$ cat src/can_fifo_filter_pkg.sv
// Operation
// RQ1: filter bits 31-21 hold the standard id; each id bit must match.
// RQ2: extended-select bit 19 set accepts extended frames only, clear standard only.
// RQ3: filter bits 17-0 hold extended id bits; each must match on extended frames.
// RQ4: filter value writes take effect only while that filter is disabled.
// RQ5: 5-bit depth field, code 00000 is one message; codes 10000-11111 reserved.
// RQ6: clear request resets the FIFO, hardware drops the bit when done.
// RQ7: transmit FIFO: pointer advance moves the head by one slot.
// RQ8: receive FIFO: pointer advance moves the tail by one slot.
// RQ9: receive FIFO with payload-only stores data only; no effect on transmit.
// RQ10: depth and payload-only change only in configuration mode, code 100.
// RQ11: aborted flag updates on completion or abort, clears on FIFO clear.
// RQ12: lost-arbitration and error flags clear on control read or FIFO clear.
// RQ13: transmit FIFO user pointer reads the head message address.
// RQ14: receive FIFO user pointer reads the tail message address.
// RQ15: the two low bits of the user pointer always read zero.
// RQ16: software reads the user pointer only outside configuration mode.
// RQ17: transmit FIFO side index gives the next message to transmit.
// RQ18: receive FIFO side index gives the slot for the next received message.
// RQ19: direction bit set means transmit, clear means receive.
// RQ20: enabled filter hits only on matching frame type and all relevant id bits.
package can_fifo_filter_pkg;

  localparam int          N_CH       = 16;
  // byte offsets of register banks, one word per channel, and of the shared mode and filter enable words
  localparam logic [8:0]  OFF_FILTER = 9'h000;
  localparam logic [8:0]  OFF_CTRL   = 9'h040;
  localparam logic [8:0]  OFF_UPTR   = 9'h080;
  localparam logic [8:0]  OFF_CIDX   = 9'h0C0;
  localparam logic [8:0]  OFF_MODE   = 9'h100;
  localparam logic [8:0]  OFF_FEN    = 9'h104;
  // filter value fields
  localparam int          STD_HI     = 31;
  localparam int          STD_LO     = 21;
  localparam int          EXT_BIT    = 19;
  localparam int          EXT_HI     = 17;
  localparam logic [31:0] FLT_MASK   = 32'hFFEB_FFFF;
  // fifo control fields
  localparam int          DEPTH_LO   = 16;
  localparam int          CLR_BIT    = 14;
  localparam int          ADV_BIT    = 13;
  localparam int          PONLY_BIT  = 12;
  localparam int          DIR_BIT    = 7;
  localparam int          ABT_BIT    = 6;
  localparam int          LARB_BIT   = 5;
  localparam int          ERR_BIT    = 4;
  // modes and reset values
  localparam logic [2:0]  MODE_CFG   = 3'h4;
  localparam logic [2:0]  MODE_RST   = 3'h4;
  localparam logic [31:0] FLT_RST    = 32'h0000_0000;
  localparam logic [4:0]  DEPTH_RST  = 5'h00;
  // message memory layout seen by software
  localparam logic [31:0] MSG_BASE   = 32'h0000_1000;
  localparam logic [31:0] FIFO_SPAN  = 32'h0000_0200;
  localparam logic [31:0] SLOT_FULL  = 32'h0000_0010;
  localparam logic [31:0] SLOT_DATA  = 32'h0000_0008;

endpackage : can_fifo_filter_pkg

$ cat src/can_fifo_filter_regs.sv
// The implementer's own choices: the register offsets and the Wishbone register port.
module can_fifo_filter_regs (
  // clock and reset
  input  wire logic        clk_i,
  input  wire logic        rst_i,
  // wishbone slave
  input  wire logic        cyc_i,
  input  wire logic        stb_i,
  input  wire logic        we_i,
  input  wire logic [8:0]  adr_i,
  input  wire logic [3:0]  sel_i,
  input  wire logic [31:0] dat_i,
  output logic      [31:0] dat_o,
  output logic             ack_o,
  // frame identifier from the protocol engine
  input  wire logic [28:0] rx_id_i,
  input  wire logic        rx_ext_i,
  // per fifo events from the protocol engine
  input  wire logic [15:0] can_step_i,
  input  wire logic [15:0] tx_done_i,
  input  wire logic [15:0] tx_abort_i,
  input  wire logic [15:0] tx_lost_i,
  input  wire logic [15:0] tx_err_i,
  // filter hits and configuration towards the protocol engine
  output logic      [15:0] filter_hit_o,
  output logic      [15:0] fifo_tx_o,
  output logic      [15:0] payload_only_o,
  output logic      [2:0]  op_mode_o
);

  localparam int N = can_fifo_filter_pkg::N_CH;

  //////////////////////////////////////////////////////////////////////////
  // state
  logic        ack_q;
  logic [31:0] dat_q;
  logic [2:0]  mode_q;
  logic [15:0] fen_q;
  logic [15:0] hit_q;
  logic [31:0] flt_q   [N];
  logic [4:0]  depth_q [N];
  logic [4:0]  uidx_q  [N];
  logic [4:0]  cidx_q  [N];
  logic [N-1:0] clr_q;
  logic [N-1:0] ponly_q;
  logic [N-1:0] dir_q;
  logic [N-1:0] abt_q;
  logic [N-1:0] lost_q;
  logic [N-1:0] err_q;
  logic [31:0] ctl_w   [N];
  logic [31:0] uaddr_w [N];

  //////////////////////////////////////////////////////////////////////////
  // bus decode; ack comes one cycle after the request, write lands with it
  wire         req_w   = cyc_i & stb_i;
  wire         fire_w  = req_w & ack_q;
  wire         wr_w    = fire_w & we_i;
  wire         rd_w    = fire_w & ~we_i;
  wire  [3:0]  idx_w   = adr_i[5:2];
  wire  [2:0]  rgn_w   = adr_i[8:6];
  wire         cfg_w   = (mode_q == can_fifo_filter_pkg::MODE_CFG);
  wire         hit_flt = (rgn_w == can_fifo_filter_pkg::OFF_FILTER[8:6]);
  wire         hit_ctl = (rgn_w == can_fifo_filter_pkg::OFF_CTRL[8:6]);
  wire         hit_up  = (rgn_w == can_fifo_filter_pkg::OFF_UPTR[8:6]);
  wire         hit_ci  = (rgn_w == can_fifo_filter_pkg::OFF_CIDX[8:6]);
  wire         hit_md  = (adr_i == can_fifo_filter_pkg::OFF_MODE);
  wire         hit_fe  = (adr_i == can_fifo_filter_pkg::OFF_FEN);
  wire  [31:0] bmask_w = {{8{sel_i[3]}}, {8{sel_i[2]}},
                          {8{sel_i[1]}}, {8{sel_i[0]}}};

  // read mux; unmapped words read as zero and still get an ack
  wire  [31:0] rdata_w =
      hit_flt ? flt_q[idx_w] :
      hit_ctl ? ctl_w[idx_w] :
      hit_up  ? uaddr_w[idx_w] :
      hit_ci  ? {27'h000_0000, cidx_q[idx_w]} :
      hit_md  ? {29'h0000_0000, mode_q} :
      hit_fe  ? {16'h0000, fen_q} :
      32'h0000_0000;

  // byte-lane merge of write data into the current word
  function automatic logic [31:0] merge(input logic [31:0] old_v,
                                        input logic [31:0] new_v,
                                        input logic [31:0] m_v);
    merge = (old_v & ~m_v) | (new_v & m_v);
  endfunction : merge

  // enable word with write data merged in; only the low half is kept
  wire  [31:0] fen_w   = merge({16'h0000, fen_q}, dat_i, bmask_w);

  //////////////////////////////////////////////////////////////////////////
  // bus handshake and shared registers
  always_ff @(posedge clk_i) begin
    if (rst_i) begin
      ack_q  <= 1'b0;
      dat_q  <= 32'h0000_0000;
      mode_q <= can_fifo_filter_pkg::MODE_RST;
      fen_q  <= 16'h0000;
    end else begin
      ack_q <= req_w & ~ack_q;
      dat_q <= rdata_w;
      if (wr_w && hit_md && sel_i[0]) begin
        mode_q <= dat_i[2:0];
      end
      if (wr_w && hit_fe) begin
        fen_q <= fen_w[15:0];
      end
    end
  end

  assign ack_o     = ack_q;
  assign dat_o     = dat_q;
  assign op_mode_o = mode_q;

  //////////////////////////////////////////////////////////////////////////
  // per channel filter and fifo logic
  for (genvar g = 0; g < N; g++) begin : g_ch

    // filter compare; extended ids carry the standard part in the top 11
    wire std_eq = (rx_id_i[28:18] == flt_q[g][can_fifo_filter_pkg::STD_HI:
                                              can_fifo_filter_pkg::STD_LO]); // [RQ1]
    wire typ_eq = (rx_ext_i == flt_q[g][can_fifo_filter_pkg::EXT_BIT]); // [RQ2]
    wire ext_eq = (rx_id_i[17:0] == flt_q[g][can_fifo_filter_pkg::EXT_HI:0]); // [RQ3]
    wire match  = fen_q[g] & typ_eq & std_eq & (~rx_ext_i | ext_eq); // [RQ20]

    // access strobes for this channel
    wire wr_flt = wr_w & hit_flt & (idx_w == 4'(g));
    wire wr_ctl = wr_w & hit_ctl & (idx_w == 4'(g));
    wire rd_ctl = rd_w & hit_ctl & (idx_w == 4'(g));
    wire [31:0] nctl = merge(ctl_w[g], dat_i, bmask_w);
    wire adv    = wr_ctl & nctl[can_fifo_filter_pkg::ADV_BIT];
    wire [4:0] nd = nctl[can_fifo_filter_pkg::DEPTH_LO +: 5];

    // wrap at the last slot; depth code n means n+1 messages
    wire [4:0] unxt = (uidx_q[g] == depth_q[g]) ? 5'h00 : uidx_q[g] + 5'h01;
    wire [4:0] cnxt = (cidx_q[g] == depth_q[g]) ? 5'h00 : cidx_q[g] + 5'h01;

    // control word as software sees it; the advance bit reads back zero
    assign ctl_w[g] = {11'h000, depth_q[g], 1'b0, clr_q[g], 1'b0, ponly_q[g],
                       4'h0, dir_q[g], abt_q[g], lost_q[g], err_q[g], 4'h0};

    // rx payload-only slots are half size so more messages fit the span
    wire [31:0] slot = (ponly_q[g] & ~dir_q[g]) ? can_fifo_filter_pkg::SLOT_DATA
                                               : can_fifo_filter_pkg::SLOT_FULL; // [RQ9]
    // user index is the head on tx and the tail on rx
    wire [31:0] ua = can_fifo_filter_pkg::MSG_BASE
                     + 32'(g) * can_fifo_filter_pkg::FIFO_SPAN
                     + {27'h000_0000, uidx_q[g]} * slot; // [RQ13] [RQ14]
    assign uaddr_w[g] = {ua[31:2], 2'b00}; // [RQ15]

    // filter registers; a write to an enabled filter is dropped
    always_ff @(posedge clk_i) begin
      if (rst_i) begin
        flt_q[g] <= can_fifo_filter_pkg::FLT_RST;
        hit_q[g] <= 1'b0;
      end else begin
        hit_q[g] <= match;
        if (wr_flt && !fen_q[g]) begin // [RQ4]
          flt_q[g] <= merge(flt_q[g], dat_i, bmask_w)
                      & can_fifo_filter_pkg::FLT_MASK;
        end
      end
    end

    // fifo configuration; depth and payload-only need configuration mode
    always_ff @(posedge clk_i) begin
      if (rst_i) begin
        depth_q[g] <= can_fifo_filter_pkg::DEPTH_RST;
        ponly_q[g] <= 1'b0;
        dir_q[g]   <= 1'b0;
      end else if (wr_ctl) begin
        dir_q[g] <= nctl[can_fifo_filter_pkg::DIR_BIT]; // [RQ19]
        if (cfg_w) begin // [RQ10]
          ponly_q[g] <= nctl[can_fifo_filter_pkg::PONLY_BIT];
          if (!nd[4]) begin // [RQ5]
            depth_q[g] <= nd;
          end
        end
      end
    end

    // clear request completes in the cycle after it is set
    always_ff @(posedge clk_i) begin
      if (rst_i) begin
        clr_q[g] <= 1'b0;
      end else if (clr_q[g]) begin
        clr_q[g] <= 1'b0; // [RQ6]
      end else if (wr_ctl && nctl[can_fifo_filter_pkg::CLR_BIT]) begin
        clr_q[g] <= 1'b1;
      end
    end

    // user-side index: head on tx, tail on rx
    always_ff @(posedge clk_i) begin
      if (rst_i || clr_q[g]) begin
        uidx_q[g] <= 5'h00;
      end else if (adv) begin
        uidx_q[g] <= unxt; // [RQ7] [RQ8]
      end
    end

    // engine-side index: next to send on tx, next to fill on rx
    always_ff @(posedge clk_i) begin
      if (rst_i || clr_q[g]) begin
        cidx_q[g] <= 5'h00;
      end else if (can_step_i[g]) begin
        cidx_q[g] <= cnxt; // [RQ17] [RQ18]
      end
    end

    // transmit status; an event in the read cycle beats the read clear
    always_ff @(posedge clk_i) begin
      if (rst_i || clr_q[g]) begin
        abt_q[g]  <= 1'b0;
        lost_q[g] <= 1'b0;
        err_q[g]  <= 1'b0;
      end else begin
        if (tx_abort_i[g]) begin
          abt_q[g] <= 1'b1; // [RQ11]
        end else if (tx_done_i[g]) begin
          abt_q[g] <= 1'b0; // [RQ11]
        end
        if (tx_lost_i[g]) begin
          lost_q[g] <= 1'b1;
        end else if (rd_ctl) begin
          lost_q[g] <= 1'b0; // [RQ12]
        end
        if (tx_err_i[g]) begin
          err_q[g] <= 1'b1;
        end else if (rd_ctl) begin
          err_q[g] <= 1'b0; // [RQ12]
        end
      end
    end

    assign fifo_tx_o[g]      = dir_q[g];
    assign payload_only_o[g] = ponly_q[g] & ~dir_q[g];

  end

  assign filter_hit_o = hit_q;
endmodule : can_fifo_filter_regs

$ cat config.mk
export PLATFORM = sky130hd
export DESIGN_NAME = can_fifo_filter_regs
export DESIGN_NICKNAME = d
export VERILOG_FILES = /design/src/can_fifo_filter_pkg.sv /design/src/can_fifo_filter_regs.sv
export SDC_FILE = /design/constraint.sdc
export NUM_CORES = 2
export LEC_CHECK = 0
export BUFFER_PORTS_ARGS = -buffer_cell sky130_fd_sc_hd__buf_2
export CORE_AREA = 2 2 292 294
export DETAILED_ROUTE_END_ITERATION = 8
export DIE_AREA = 0 0 294 296
export PLACE_DENSITY_LB_ADDON = 0.1
export SLEW_MARGIN = 40
export SYNTH_ARGS = -nofsm -noshare
export SYNTH_HDL_FRONTEND = slang
export SYNTH_SLANG_ARGS = --single-unit
export TNS_END_PERCENT = 20
$ cat constraint.sdc
create_clock -name clk_i -period 8.23 [get_ports clk_i]
set_input_delay 0.4115 -clock clk_i [delete_from_list [all_inputs] [get_ports clk_i]]
set_output_delay 0.4115 -clock clk_i [all_outputs]
set_load 0.01 [all_outputs]
== Yosys cells after proc, flatten, opt, wreduce, memory -nomap -nowiden ==
Memory sizes are Yosys's and may differ from the RTL's.
Index checks and enable logic that the tools add are counted.

* Flip-flop bits (word level): 164
* Memory bits (writable): 720
* Bits of input ports: 160
* Output and inout port bits: 84
* Word-level logic and storage cells: 1,217
* Memories kept: 4

* $add $sub $neg: 48
* $mul: 16
* Order comparisons: 1
* Equality and inequality tests: 101
* Multiplexer cells: 478
* Bitwise gates (word level): 304
* Reduce and logical (&&, ||, !) cells: 149

{| class="wikitable"
|+ Memory list
! memory !! depth !! bits a word !! read ports !! clocked after Yosys merged registers in !! write ports !! RTL line !! RTL
|-
| flt_q || 16 || 30 || 17 || 0 || 16 || can_fifo_filter_regs.sv:40 || <nowiki>logic [31:0] flt_q [N];</nowiki>
|-
| cidx_q || 16 || 5 || 17 || 0 || 16 || can_fifo_filter_regs.sv:43 || <nowiki>logic [4:0] cidx_q [N];</nowiki>
|-
| depth_q || 16 || 5 || 16 || 0 || 16 || can_fifo_filter_regs.sv:41 || <nowiki>logic [4:0] depth_q [N];</nowiki>
|-
| uidx_q || 16 || 5 || 16 || 0 || 16 || can_fifo_filter_regs.sv:42 || <nowiki>logic [4:0] uidx_q [N];</nowiki>
|}

{| class="wikitable"
|+ Operators with widths
! kind !! count
|-
| $and A32 B32 Y32 || 17
|-
| $or A32 B32 Y32 || 16
|-
| $mux W30 || 16
|-
| $mux W5 || 96
|-
| $mux W1 || 354
|-
| $and A21 B21 Y21 || 16
|-
| $or A21 B21 Y21 || 16
|-
| $eq A18 B18 Y1 || 16
|-
| $bmux W32 S4 || 2
|-
| $mux W32 || 7
|-
| $eq A11 B11 Y1 || 16
|-
| $add A5 B1 Y5 const B || 32
|-
| $eq A5 B5 Y1 || 32
|-
| $mul A5 B5 Y10 || 16
|-
| $and A1 B1 Y1 || 136
|-
| $add A14 B10 Y15 const A || 8
|-
| $add A13 B10 Y14 const A || 8
|-
| $reduce_bool A2 Y1 || 48
|-
| $or A1 B1 Y1 || 80
|-
| $mux W16 || 3
|-
| $logic_and A1 B1 Y1 || 35
|-
| $eq A4 B4 Y1 const B || 8
|-
| $not A32 Y32 || 1
|-
| $reduce_and A2 Y1 || 16
|-
| other kinds (18) || 102
|}

== Depth between registers and ports, before layout ==
* Depth in word-level cells: 11
* Depth in mapped cells: 16
* Depth with buffers taken out: 16

== Worst setup path before layout ==
Ideal clock, no wire load.

* Path type: reg2reg
* From: reg with a tool-made name
* To: reg dat_q[8], in the netlist dat_o[8]
* Library setup time: 117 ps
* Arrival: 3,223 ps
* Required time: 8,113 ps
* Slack: 4,890 ps
* Stages on the path, launching flop included: 12
* Period minus slack after synthesis: 3,340 ps
* Cell sequence: dfxtp_1 -> nor2b_1 -> clkbuf_1 -> mux2_2 -> ha_1 -> ha_1 -> fa_1 -> mux4_2 -> mux4_2 -> nor2b_1 -> a21oi_1 -> nand2_1

{| class="wikitable"
|+ RTL lines
! element !! RTL line !! RTL
|-
| end signal, assigned || can_fifo_filter_regs.sv:101 || <nowiki>dat_q <= rdata_w;</nowiki>
|-
| end, declared || can_fifo_filter_regs.sv:36 || <nowiki>logic [31:0] dat_q;</nowiki>
|}

==> reports/metrics.yaml <==
status: "finished, violations left"
violations: "negative hold slack"
synth_common_cells: "720 x edfxtp_1, 661 x a21oi_1, 536 x nand2b_1"
vias: 45008
routed_wl_mm: 202.4
grt-ovfl-total: 0
critPathLaunchType: "flip-flop"
synth_flop_cell: "edfxtp_1"
internal_power_w: 0.008077
grt.total_usage_pct: 46.41
seq_power_share_pct: 46.9
worst_pin_slew_ps: 964.4
syn_inst: 5128
avgSynthCellArea_sq_um: 11.01
crit_arrival_ps: 4510
cp_top_family: "multiplexers"
layout-drive-gt1-share_pct: 14.56
cellLeakagePower_nw: 22.50
crit_required_ps: 8820
gp_congestion: 1.081
core-area_sq_um: 84210
max_cap_violations: 0
vias_per_cell: 7.005
tns_ps: 0
initial_core_util_pct: 67.04
whs_endpoint: "abt_q[11]"
seq_area_sq_um: 24900
ys_warn_count: 0
num_rows: 107
fin_cells: 6425
maxSlewHeadroom_pct: 35.70
cpPeakStageDelay_ps: 590
first_pass_iters: 9
die_w_um: 294
multi_input_area_sq_um: 29880
p_sw_w: 0.003046
crit_type: "reg -> reg"
yosys.area.top_type: "edfxtp_1"
dp_slack_ps: 4287
reg2regPathDepth: 10
wl_per_cell_um: 31.49
cts_tree: "done"
clk_latency_ps: 700
cts_buffers: 93
power_density_nw_per_um2: 180.5
seq_area_frac_synth_pct: 44.11
fin_crit_ps: 3916
fin_crit_sh_pct: 47.58
cp-end-kind: "flip-flop"
area_growth_pct: 9.158
clkPwrFrac_pct: 39.5
grt_pass1_wl_mm: 292.7
die_area_sq_um: 87020
clock_sinks: 884
fin_nets: 5660
cts_root_buffer: "clkbuf_16"
reg2reg_to: "dat_o[8]"
clockBufferDepth: 3
timing.critical_path.cells: "nor2b_1, mux2_2, ha_1, ha_1, fa_1, mux4_2, mux4_2, nor2b_1, a21oi_1, nand2_1"
first_iter_violations: 7267
hold_ws_ps: -9.438
rsz0062_at_grt: "no"
portBuffers: 243
fin_ws_ps: 4314
slowest_stage: "nor2b_1"
finalMaxSlewViolations: 0
clk_pin_slew_ps: 70
utilization_pct: 73.18
netlist.area_leader.share_pct: 38.30
syn_area_sq_um: 56450
grt_max_degree: 123
synthTopCellsByArea: "edfxtp_1 38%, mux4_2 10%, xnor2_1 7.5%"
setup_viol: 0
cp_max_fo: 8
synth_cell_types: 71
fillers: 5931
ff2ff_setup_slack_ps: 4310
p_sw_share_pct: 27.39
ys_async_sr_fraction_pct: 0
ant_nets: 0
yosys_register_bits: 884
num_io_pins: 244
drt_drc_violations_left: 0
worstHoldStart: "tx_abort_i[11]"
htreeDepth: 3
grt_pass1_vias: 42760
synth_edf_count: 720
synth_most_common_cell: "edfxtp_1"
min_path_cells: 3
clock_skew_ps: 28.99
die_h_um: 296
finalHoldViolCount: 8
placed_cells: 6236
hp-class: "in -> reg"
fmax_mhz: 255.4
antenna_found_initial: 15
cp_num_buf_inv: 0
post_cts_resized: 0
ir_drop_uv: 182.0
p_comb_share_pct: 13.6
dp_hpwl_mm: 140.2
worst max path at each step:
stage                  end  slack (ps)  depth (start not counted)
4_1_cts           dat_o[8]        4460                         10
3_5_place_dp     dat_o[12]        4290                          7
5_1_grt           dat_o[8]        4270                         10
3_3_place_gp   flt_q[3][5]        4350                          5
6_report          dat_o[8]        4310                         10
2_1_floorplan     dat_o[8]        4890                         11
repair_timing:
action / 4_1_cts / 5_1_grt
hold buffers: 9 / 0
endpoints found under the setup margin: 0 / 0
hold endpoints to repair: 9 / 0
buffers inserted: 0 / 0
power by group through the flow:
stage	logic (W)	registers [W]	clock network, W
detailed placement	0.00143	0.00531	0
global placement	0.00140	0.00530	0
CTS	0.00144	0.00521	0.00435
finish	0.00151	0.00522	0.00439
floorplan	0.000960	0.00523	0
global route	0.00157	0.00524	0.00451
worst reg2reg max path, cell delays in order (launching register included):
cell,delay [ps]
dfxtp_1,350
nor2b_1,590
mux2_2,420
ha_1,300
ha_1,240
fa_1,500
mux4_2,520
mux4_2,490
nor2b_1,220
a21oi_1,150
nand2_1,60
state kept, by name (all words and copies together), names as in the netlist, named ones only:
register      flops
cidx_q           80
flt_q           480
ack_o             1
filter_hit_o     16
clr_q            16
dat_o            32
op_mode_o         3
uidx_q           80
ctl_w            32
depth_q          80
abt_q            16
through the flow:
step           area [sq um]  total power, W
2_1_floorplan         56750        0.006186
3_3_place_gp          58300        0.006702
3_5_place_dp          58400        0.006734
4_1_cts               61590         0.01101
5_1_grt               61610         0.01131
6_report              61620         0.01112
layer usage:
layer | routed length [um] | GRT usage, %
met4 | 17680 | 32.35
met1 | 68480 | 59.83
met3 | 30590 | 14.82
met5 | 185 | 0
met2 | 85410 | 66.89
final cells by class:
type                    instances  share of cell area, %
inverters                     117                 0.7127
well taps                    1090                  2.213
clock inverters                54                 0.8061
multi-input cells            3834                  48.50
flip-flops and latches        884                  40.41
clock buffers                 120                  4.229
repair buffers                320                  3.106
diodes                          6                0.02436
placed cells by master, fill, tap and decap left out, drive strengths merged, types with 19 or more instances in the layout:
cell type  count
a2111oi       19
a21o          29
a21oi        661
and2          44
buf          311
clkbuf       120
clkinv        35
conb          80
dfxtp        164
edfxtp       720
fa            36
ha           214
inv          121
mux2          25
mux2i         26
mux4         251
nand2        256
nand2b       536
nand3        165
nand4         97
nor2         254
nor2b         30
nor3          98
nor4          46
o21ai         37
o311ai        20
xnor2        482
xor2         272
logic make-up after synthesis:
kind of cell | after synthesis | synth area share [%]
buffers and inverters | 488 | 3.652
DFF | 884 | 44.11
muxes | 302 | 10.97
and+or+nand+nor | 1580 | 14.92
other | 2 | 0.01330
AOI/OAI and AO/OA | 868 | 8.615
adders and majority gates | 250 | 6.020
xor gates and xnor gates | 754 | 11.70
Power figures use the tool's default switching activity.
